===== src/shared/asf_pkg.sv =====
package asf_pkg;

	// ------------------------------------------------------------
	// Register map
	// ------------------------------------------------------------
	localparam logic [11:0] ASF_STATUS_OFS = 12'h030;
	localparam logic [31:0] ASF_STATUS_RST = 32'h0000_0000;

	// ------------------------------------------------------------
	// Field positions in converter_status
	// ------------------------------------------------------------
	localparam int ASF_B_Q_HALF = 30;
	localparam int ASF_B_Q_OV = 29;
	localparam int ASF_B_Q_EMPTY = 28;
	localparam int ASF_B_Q_FULL = 27;
	localparam int ASF_B_CMP1 = 26;
	localparam int ASF_B_CMP0 = 25;
	localparam int ASF_B_CONV_END = 24;
	localparam int ASF_B_QI_HALF = 22;
	localparam int ASF_B_QI_OV = 21;
	localparam int ASF_B_QI_EMPTY = 20;
	localparam int ASF_B_QI_FULL = 19;
	localparam int ASF_B_ONE_CH = 18;
	localparam int ASF_B_CLR_SEL = 17;
	localparam int ASF_B_LOST = 16;
	localparam int ASF_B_M_CMP1 = 15;
	localparam int ASF_B_M_CMP0 = 14;
	localparam int ASF_B_M_CONV = 13;
	localparam int ASF_B_M_HALF = 12;
	localparam int ASF_B_M_OV = 11;
	localparam int ASF_B_M_EMPTY = 10;
	localparam int ASF_B_M_FULL = 9;
	localparam int ASF_B_VALID = 8;
	localparam int ASF_B_CHAN_LO = 4;
	localparam int ASF_B_BUSY = 3;
	localparam int ASF_B_CMPI1 = 2;
	localparam int ASF_B_CMPI0 = 1;
	localparam int ASF_B_CONVI = 0;

	// ------------------------------------------------------------
	// Widths
	// ------------------------------------------------------------
	localparam int ASF_RES_W = 12;
	localparam int ASF_CHAN_W = 4;
	localparam int ASF_MCNT_W = 4;
	localparam logic [ASF_MCNT_W:0] ASF_CNT_ZERO = 5'h00;
	localparam logic [ASF_MCNT_W:0] ASF_CNT_ONE = 5'h01;

	// ------------------------------------------------------------
	// Carriers
	// ------------------------------------------------------------
	typedef struct packed {
		logic enable;
		logic irq_enable;
		logic cond_ge;
		logic [ASF_CHAN_W-1:0] chan;
		logic [ASF_MCNT_W-1:0] match_count_setting;
		logic [ASF_RES_W-1:0] level;
	} asf_cmp_cfg_s;

	typedef struct packed {
		logic valid;
		logic [ASF_CHAN_W-1:0] chan;
		logic [ASF_RES_W-1:0] data;
	} asf_result_s;

	typedef struct packed {
		logic half;
		logic full;
		logic empty;
		logic overflow;
	} asf_queue_s;

endpackage


===== src/rtl/asf_cmp_unit.sv =====
`timescale 1ns/1ns
`default_nettype none
module asf_cmp_unit
	import asf_pkg::*;
(
	input wire logic core_clk,
	input wire logic srst,
	input wire asf_cmp_cfg_s cfg,
	input wire asf_result_s result,
	output logic hit
);

	// ------------------------------------------------------------
	// Match detection
	// ------------------------------------------------------------
	logic match;
	logic [ASF_MCNT_W:0] cnt_reg;
	logic [ASF_MCNT_W:0] cnt_next;
	logic last;

	always_comb begin
		match = 1'b0;
		if (cfg.enable && result.valid && result.chan == cfg.chan) begin
			if (cfg.cond_ge)
				match = result.data >= cfg.level;
			else
				match = result.data < cfg.level;
		end
	end

	// Flag fires on the (setting+1)-th match, then counting restarts
	assign last = cnt_reg == {1'b0, cfg.match_count_setting};
	assign cnt_next = cnt_reg + ASF_CNT_ONE;

	// ------------------------------------------------------------
	// Counter
	// ------------------------------------------------------------
	always_ff @(posedge core_clk) begin
		if (srst || !cfg.enable)
			cnt_reg <= ASF_CNT_ZERO;
		else if (match)
			cnt_reg <= last ? ASF_CNT_ZERO : cnt_next;
	end

	always_ff @(posedge core_clk) begin
		if (srst)
			hit <= 1'b0;
		else
			hit <= match && last;
	end

endmodule // asf_cmp_unit
`default_nettype wire


===== src/rtl/asf_status.sv =====
`timescale 1ns/1ns
`default_nettype none
module asf_status
	import asf_pkg::*;
(
	input wire logic core_clk,
	input wire logic srst,
	input wire logic psel,
	input wire logic penable,
	input wire logic pwrite,
	input wire logic [11:0] paddr,
	input wire logic [31:0] pwdata,
	input wire logic [3:0] pstrb,
	output logic [31:0] prdata,
	output logic pready,
	output logic pslverr,
	output logic irq,
	input wire logic conv_done,
	input wire logic one_ch_mode,
	input wire logic software_conv_trigger,
	input wire logic data_lost_mirror,
	input wire logic data_valid_mirror,
	input wire logic [ASF_CHAN_W-1:0] cur_chan,
	input wire logic [ASF_CHAN_W-1:0] next_chan,
	input wire asf_result_s result,
	input wire asf_queue_s queue,
	input wire asf_cmp_cfg_s cmp0_cfg,
	input wire asf_cmp_cfg_s cmp1_cfg
);

	// ------------------------------------------------------------
	// Bus decode
	// ------------------------------------------------------------
	logic addr_hit;
	logic wr_fire;
	logic rd_setup;
	logic [31:0] lane_mask;
	logic [31:0] w1c;

	assign addr_hit = paddr == ASF_STATUS_OFS;
	// Zero wait states: every access completes in its first access cycle
	assign pready = 1'b1;
	assign pslverr = psel && penable && !addr_hit;
	assign wr_fire = psel && penable && pwrite && addr_hit;
	assign rd_setup = psel && !penable && !pwrite;
	assign lane_mask = {{8{pstrb[3]}}, {8{pstrb[2]}},
		{8{pstrb[1]}}, {8{pstrb[0]}}};
	// Only ones written through enabled lanes clear a flag
	assign w1c = wr_fire ? (pwdata & lane_mask) : 32'h0000_0000;

	// ------------------------------------------------------------
	// Event sources
	// ------------------------------------------------------------
	logic half_prev_reg;
	logic full_prev_reg;
	logic empty_prev_reg;
	logic busy_prev_reg;
	logic ev_half;
	logic ev_full;
	logic ev_empty;
	logic ev_ov;
	logic ev_start;
	logic hit0;
	logic hit1;

	always_ff @(posedge core_clk) begin
		if (srst) begin
			half_prev_reg <= 1'b0;
			full_prev_reg <= 1'b0;
			empty_prev_reg <= 1'b0;
			busy_prev_reg <= 1'b0;
		end else begin
			half_prev_reg <= queue.half;
			full_prev_reg <= queue.full;
			empty_prev_reg <= queue.empty;
			busy_prev_reg <= software_conv_trigger;
		end
	end

	// Half, full and empty flag on entry only, so a long stay does not refire; overflow sets every cycle it is high
	assign ev_half = queue.half && !half_prev_reg;
	assign ev_full = queue.full && !full_prev_reg;
	assign ev_empty = queue.empty && !empty_prev_reg;
	assign ev_ov = queue.overflow;
	assign ev_start = software_conv_trigger && !busy_prev_reg;

	asf_cmp_unit u_cmp0 (
		.core_clk(core_clk),
		.srst(srst),
		.cfg(cmp0_cfg),
		.result(result),
		.hit(hit0)
	);

	asf_cmp_unit u_cmp1 (
		.core_clk(core_clk),
		.srst(srst),
		.cfg(cmp1_cfg),
		.result(result),
		.hit(hit1)
	);

	// ------------------------------------------------------------
	// Queue status flags
	// ------------------------------------------------------------
	logic q_half_reg;
	logic q_ov_reg;
	logic q_empty_reg;
	logic q_full_reg;

	// A set in the same cycle as a clear wins
	always_ff @(posedge core_clk) begin
		if (srst) begin
			q_half_reg <= ASF_STATUS_RST[ASF_B_Q_HALF];
			q_ov_reg <= ASF_STATUS_RST[ASF_B_Q_OV];
			q_empty_reg <= ASF_STATUS_RST[ASF_B_Q_EMPTY];
			q_full_reg <= ASF_STATUS_RST[ASF_B_Q_FULL];
		end else begin
			q_half_reg <= (q_half_reg && !w1c[ASF_B_Q_HALF])
				|| ev_half;
			q_ov_reg <= (q_ov_reg && !w1c[ASF_B_Q_OV])
				|| ev_ov;
			q_empty_reg <= (q_empty_reg && !w1c[ASF_B_Q_EMPTY])
				|| ev_empty;
			q_full_reg <= (q_full_reg && !w1c[ASF_B_Q_FULL])
				|| ev_full;
		end
	end

	// ------------------------------------------------------------
	// Queue interrupt flags
	// ------------------------------------------------------------
	logic qi_half_reg;
	logic qi_ov_reg;
	logic qi_empty_reg;
	logic qi_full_reg;

	always_ff @(posedge core_clk) begin
		if (srst) begin
			qi_half_reg <= ASF_STATUS_RST[ASF_B_QI_HALF];
			qi_ov_reg <= ASF_STATUS_RST[ASF_B_QI_OV];
			qi_empty_reg <= ASF_STATUS_RST[ASF_B_QI_EMPTY];
			qi_full_reg <= ASF_STATUS_RST[ASF_B_QI_FULL];
		end else begin
			qi_half_reg <= (qi_half_reg && !w1c[ASF_B_QI_HALF])
				|| ev_half;
			qi_ov_reg <= (qi_ov_reg && !w1c[ASF_B_QI_OV])
				|| ev_ov;
			qi_empty_reg <= (qi_empty_reg && !w1c[ASF_B_QI_EMPTY])
				|| ev_empty;
			qi_full_reg <= (qi_full_reg && !w1c[ASF_B_QI_FULL])
				|| ev_full;
		end
	end

	// ------------------------------------------------------------
	// Conversion end flags
	// ------------------------------------------------------------
	logic conv_end_reg;
	logic convi_reg;

	always_ff @(posedge core_clk) begin
		if (srst) begin
			conv_end_reg <= ASF_STATUS_RST[ASF_B_CONV_END];
			convi_reg <= ASF_STATUS_RST[ASF_B_CONVI];
		end else begin
			conv_end_reg <= (conv_end_reg && !w1c[ASF_B_CONV_END])
				|| conv_done;
			convi_reg <= (convi_reg && !w1c[ASF_B_CONVI])
				|| conv_done;
		end
	end

	// ------------------------------------------------------------
	// Compare flags
	// ------------------------------------------------------------
	logic cmp1_reg;
	logic cmp0_reg;
	logic cmpi1_reg;
	logic cmpi0_reg;

	always_ff @(posedge core_clk) begin
		if (srst) begin
			cmp1_reg <= ASF_STATUS_RST[ASF_B_CMP1];
			cmp0_reg <= ASF_STATUS_RST[ASF_B_CMP0];
		end else begin
			cmp1_reg <= (cmp1_reg && !w1c[ASF_B_CMP1])
				|| hit1;
			cmp0_reg <= (cmp0_reg && !w1c[ASF_B_CMP0])
				|| hit0;
		end
	end

	// Interrupt flags only latch matches whose unit allows a request
	always_ff @(posedge core_clk) begin
		if (srst) begin
			cmpi1_reg <= ASF_STATUS_RST[ASF_B_CMPI1];
			cmpi0_reg <= ASF_STATUS_RST[ASF_B_CMPI0];
		end else begin
			cmpi1_reg <= (cmpi1_reg && !w1c[ASF_B_CMPI1])
				|| (hit1 && cmp1_cfg.irq_enable);
			cmpi0_reg <= (cmpi0_reg && !w1c[ASF_B_CMPI0])
				|| (hit0 && cmp0_cfg.irq_enable);
		end
	end

	// ------------------------------------------------------------
	// Single channel sequence done
	// ------------------------------------------------------------
	logic one_ch_reg;
	logic clr_sel_reg;
	logic one_ch_clr;

	// Hardware clearing drops the flag when the next conversion starts
	assign one_ch_clr = clr_sel_reg ? ev_start
		: w1c[ASF_B_ONE_CH];

	always_ff @(posedge core_clk) begin
		if (srst)
			one_ch_reg <= ASF_STATUS_RST[ASF_B_ONE_CH];
		else
			one_ch_reg <= (one_ch_reg && !one_ch_clr)
				|| (conv_done && one_ch_mode);
	end

	// ------------------------------------------------------------
	// Writable control bits
	// ------------------------------------------------------------
	logic [6:0] mask_reg;
	logic [6:0] mask_wr;

	assign mask_wr = pwdata[ASF_B_M_CMP1:ASF_B_M_FULL];

	always_ff @(posedge core_clk) begin
		if (srst)
			clr_sel_reg <= ASF_STATUS_RST[ASF_B_CLR_SEL];
		else if (wr_fire && pstrb[2])
			clr_sel_reg <= pwdata[ASF_B_CLR_SEL];
	end

	// All seven masks sit in byte lane one (bits 15:8), so only that
	// strobe may change them; a lane-zero write must leave them alone
	always_ff @(posedge core_clk) begin
		if (srst) begin
			mask_reg <= ASF_STATUS_RST[ASF_B_M_CMP1:ASF_B_M_FULL];
		end else if (wr_fire && pstrb[1]) begin
			mask_reg <= mask_wr;
		end
	end

	// ------------------------------------------------------------
	// Interrupt output
	// ------------------------------------------------------------
	logic [6:0] irq_src;

	// A mask bit of one lets its source through; zero blocks it
	assign irq_src = {cmpi1_reg, cmpi0_reg, convi_reg,
		qi_half_reg, qi_ov_reg, qi_empty_reg, qi_full_reg};

	always_ff @(posedge core_clk) begin
		if (srst)
			irq <= 1'b0;
		else
			irq <= |(irq_src & mask_reg);
	end

	// ------------------------------------------------------------
	// Read path
	// ------------------------------------------------------------
	logic [31:0] status_word;
	logic [ASF_CHAN_W-1:0] chan_view;

	assign chan_view = software_conv_trigger ? cur_chan
		: next_chan;

	// Mirrors are built from live inputs, so writes cannot reach them
	always_comb begin
		status_word = 32'h0000_0000;
		status_word[ASF_B_Q_HALF] = q_half_reg;
		status_word[ASF_B_Q_OV] = q_ov_reg;
		status_word[ASF_B_Q_EMPTY] = q_empty_reg;
		status_word[ASF_B_Q_FULL] = q_full_reg;
		status_word[ASF_B_CMP1] = cmp1_reg;
		status_word[ASF_B_CMP0] = cmp0_reg;
		status_word[ASF_B_CONV_END] = conv_end_reg;
		status_word[ASF_B_QI_HALF] = qi_half_reg;
		status_word[ASF_B_QI_OV] = qi_ov_reg;
		status_word[ASF_B_QI_EMPTY] = qi_empty_reg;
		status_word[ASF_B_QI_FULL] = qi_full_reg;
		status_word[ASF_B_ONE_CH] = one_ch_reg;
		status_word[ASF_B_CLR_SEL] = clr_sel_reg;
		status_word[ASF_B_LOST] = data_lost_mirror;
		status_word[ASF_B_M_CMP1:ASF_B_M_FULL] = mask_reg;
		status_word[ASF_B_VALID] = data_valid_mirror;
		status_word[ASF_B_CHAN_LO+:ASF_CHAN_W] = chan_view;
		status_word[ASF_B_BUSY] = software_conv_trigger;
		status_word[ASF_B_CMPI1] = cmpi1_reg;
		status_word[ASF_B_CMPI0] = cmpi0_reg;
		status_word[ASF_B_CONVI] = convi_reg;
	end

	// Sampled in the setup cycle so data stands through the access cycle
	always_ff @(posedge core_clk) begin
		if (srst)
			prdata <= 32'h0000_0000;
		else if (rd_setup)
			prdata <= addr_hit ? status_word : 32'h0000_0000;
	end

endmodule // asf_status
`default_nettype wire


===== config.mk =====
export PLATFORM = sky130hd
export DESIGN_NAME = asf_status
export DESIGN_NICKNAME = d
export VERILOG_FILES = /design/src/shared/asf_pkg.sv /design/src/rtl/asf_cmp_unit.sv /design/src/rtl/asf_status.sv
export SDC_FILE = /design/constraint.sdc
export NUM_CORES = 1
export LEC_CHECK = 0
export ABC_AREA = 1
export BUFFER_PORTS_ARGS = -buffer_cell sky130_fd_sc_hd__clkbuf_2
export CAP_MARGIN = 20
export CORE_MARGIN = 2
export CORE_UTILIZATION = 48
export DETAILED_ROUTE_END_ITERATION = 7
export GPL_TIMING_DRIVEN = 0
export HOLD_SLACK_MARGIN = 0.12
export PLACE_DENSITY = 0.81
export SKIP_CTS_REPAIR_TIMING = 1
export SLEW_MARGIN = 20
export SYNTH_ARGS = -nofsm -noshare
export SYNTH_HDL_FRONTEND = slang
export SYNTH_SLANG_ARGS = --single-unit

===== constraint.sdc =====
create_clock -name core_clk -period 2 [get_ports core_clk]
set_input_delay 0.4 -clock core_clk [delete_from_list [all_inputs] [get_ports core_clk]]
set_output_delay 0.4 -clock core_clk [all_outputs]
set_load 0.05 [all_outputs]

==> flow_summary.ini <==
[status]
outcome = completed

[yosys]
synth-async-reset-ratio_pct = 0
synthTopCellsByArea = dfxtp_1, nand2_1, ha_1
yosysWarnings = 0
ys.flop_type = dfxtp_1
synth_top_family_by_area = simple AND/OR/NAND/NOR gates
synth_compound_area_share_pct = 15.2
synth_edf_count = 0
yosys.area_share.adder_pct = 8.48
syn_avg_cell_area_um2 = 6.84
synth_top_area_share_pct = 36.5
synthTopCellsByCount = nand2_1, inv_1, dfxtp_1
yosysSeqAreaShare_pct = 36.5
yosysUniqueCellTypes = 30
muxShareOfSynthArea_pct = 0
synth_cells = 561
synthSimpleGateAreaFrac_pct = 25.8
ys_ff_latch = 70
synth.most_common_cell = nand2_1
synth_top_area_cell = dfxtp_1
synth_xor_area_share_pct = 3.65
syn-cell-area_um2 = 3840

[clocking]
clkTransAtPathRegs_ns = 0.08
clock-sinks = 70
clkLatencyLatePin_ns = 0.34
htree_levels = 3
cts_root_buf = clkbuf_8
cts_tree = built
numCtsBuffers = 9
clk_path_buf_depth = 2

[pwr]
pwr-share-comb_pct = 17.2
p_clk_share_pct = 38.2
switching_share_pct = 28.1
vdd.ir_drop.worst_mv = 0.342
power.density_nw_per_um2 = 660
p_sw_mw = 0.924
leakage_nw = 2.73
p_int_mw = 2.36
total_power_mw = 3.29
power.share.sequential_pct = 44.6

[placed_design]
hpwl_um = 8130
place.gp.congestion = 0.878
dp_cells = 819
preCtsSetupSlack_ns = -0.000840
io_buffers = 155
post_dp_cell_area_um2 = 4740

[drt]
via_per_inst = 4.91
drt-total-wl_um = 10200
drtAntennaViolNets = 0
wl_per_cell_um = 12.2
post-route-drc-count = 0
drt_iter0_markers = 156
routed-via-count = 4106
first_pass_iters = 4

[sta]
hold_viol_final = 0
tightest_slew_ns = 0.531
clock-skew-final_ns = 0.00993
finalCritPeriodShare_pct = 95.3
period_minus_slack_ns = 1.91
holdWs_ns = 0.272
finalSetupViolations = 0
drv_slew = 0
relSlewSlack_pct = 64.6
postLayoutSetupSlackWorst_ns = 0.0939
fmaxAchievable_mhz = 525
fin_tns_setup_ns = 0

[worst_setup_path]
critPathCaptureType = output pin
start_kind = input pin
critPathKind = in2out
critical_path_arrival_ns = 1.51
crit_fanout = 10
worstPathRequired_ns = 1.60

[layout]
design_area_um2 = 4980
drive_gt1_share_pct = 26.9
area_growth_pct = 29.8
fin_util_pct = 64.5
final_nets = 889
fillers = 683
largest_reg_flops = 30
stdcell_count = 837
num_antenna_cells = 0

[floorplan]
dieWidth_um = 93.4
die_area_um2 = 8720
initial_utilization_pct = 49.6
core_um2 = 7730
die_h_um = 93.4
row_count = 32
ios = 168

[global_routing]
grt_max_degree = 14
grt_first_pass_wirelength_um = 16500
grt_pass1_vias = 3862
antenna_found_initial = 0
grt-ovfl-total = 0
grt_use_total_pct = 23.4

[hold_path]
hp-class = in2reg

[flow_run]
drv_cap = 0
[layer usage]
metal  wire length, µm  GRT usage (%)
met5                 0              0
met4               264           9.80
met3               771           4.27
met1              4090           26.6
met2              5040           42.5
[layout by cell type, fill, tap and decap left out, types with 2 or more instances in the layout]
cell type and instances:
xnor2_1 7, nand2_1 146, bufinv_16 2, xor2_1 9, dfxtp_1 70, conb_1 3, ha_1 26, nor2_1 52
clkinv_2 2, inv_1 75, clkinv_4 2, buf_4 6, nand4_1 3, o21ai_1 12, a21oi_1 58, nand2_2 3
clkbuf_8 9, clkbuf_2 155, clkbuf_1 10, o21ai_0 40, nand3_1 19, buf_2 5, nor3_1 2, or2_2 6
nor2_2 2
[power by group through the flow]
stage | combinational [mW] | sequential, mW | clock [mW]
after global routing | 0.633 | 1.47 | 1.33
after detailed placement | 0.566 | 1.50 | 0
after CTS | 0.568 | 1.46 | 1.28
final | 0.566 | 1.46 | 1.26
after global placement | 0.548 | 1.50 | 0
after floorplan | 0.257 | 1.58 | 0
[cell families after synthesis]
kind of cell,Yosys count
AOI/OAI and AO/OA,114
xor gates and xnor gates,16
adders and majority gates,26
buffers and inverters,96
DFF,70
other,2
and+or+nand+nor,237
[final timing paths]
check	end	slack [ns]	startpoint	depth (start not counted)
max	pslverr	0.09	paddr[7]	7
min	mask_reg[4]	0.27	pwdata[13]	3
max reg2reg	u_cmp1.cnt_reg[2]	0.52	u_cmp1.cnt_reg[2]	7
min reg2reg	prdata[24]	0.45	conv_end_reg	2
[layout make-up]
| type | count | area (µm²) | share of cell area, % |
|---|---|---|---|
| Multi-Input combinational cell | 396 | 2050 | 41.2 |
| Sequential cell | 70 | 1400 | 28.1 |
| Timing Repair Buffer | 157 | 791 | 15.9 |
| Inverter | 76 | 285 | 5.73 |
| Tap cell | 102 | 128 | 2.56 |
| Clock buffer | 9 | 124 | 2.49 |
| Buffer | 20 | 104 | 2.08 |
| Clock inverter | 7 | 96.3 | 1.93 |
[worst max-delay path: stages]
cell and delay (ns):
clkbuf_2 0.08, nor2_1 0.08, nand3_1 0.11, nor3_4 0.32, buf_4 0.23, nor2_1 0.05, clkbuf_2 0.23
(Power assumes the default switching activity.)
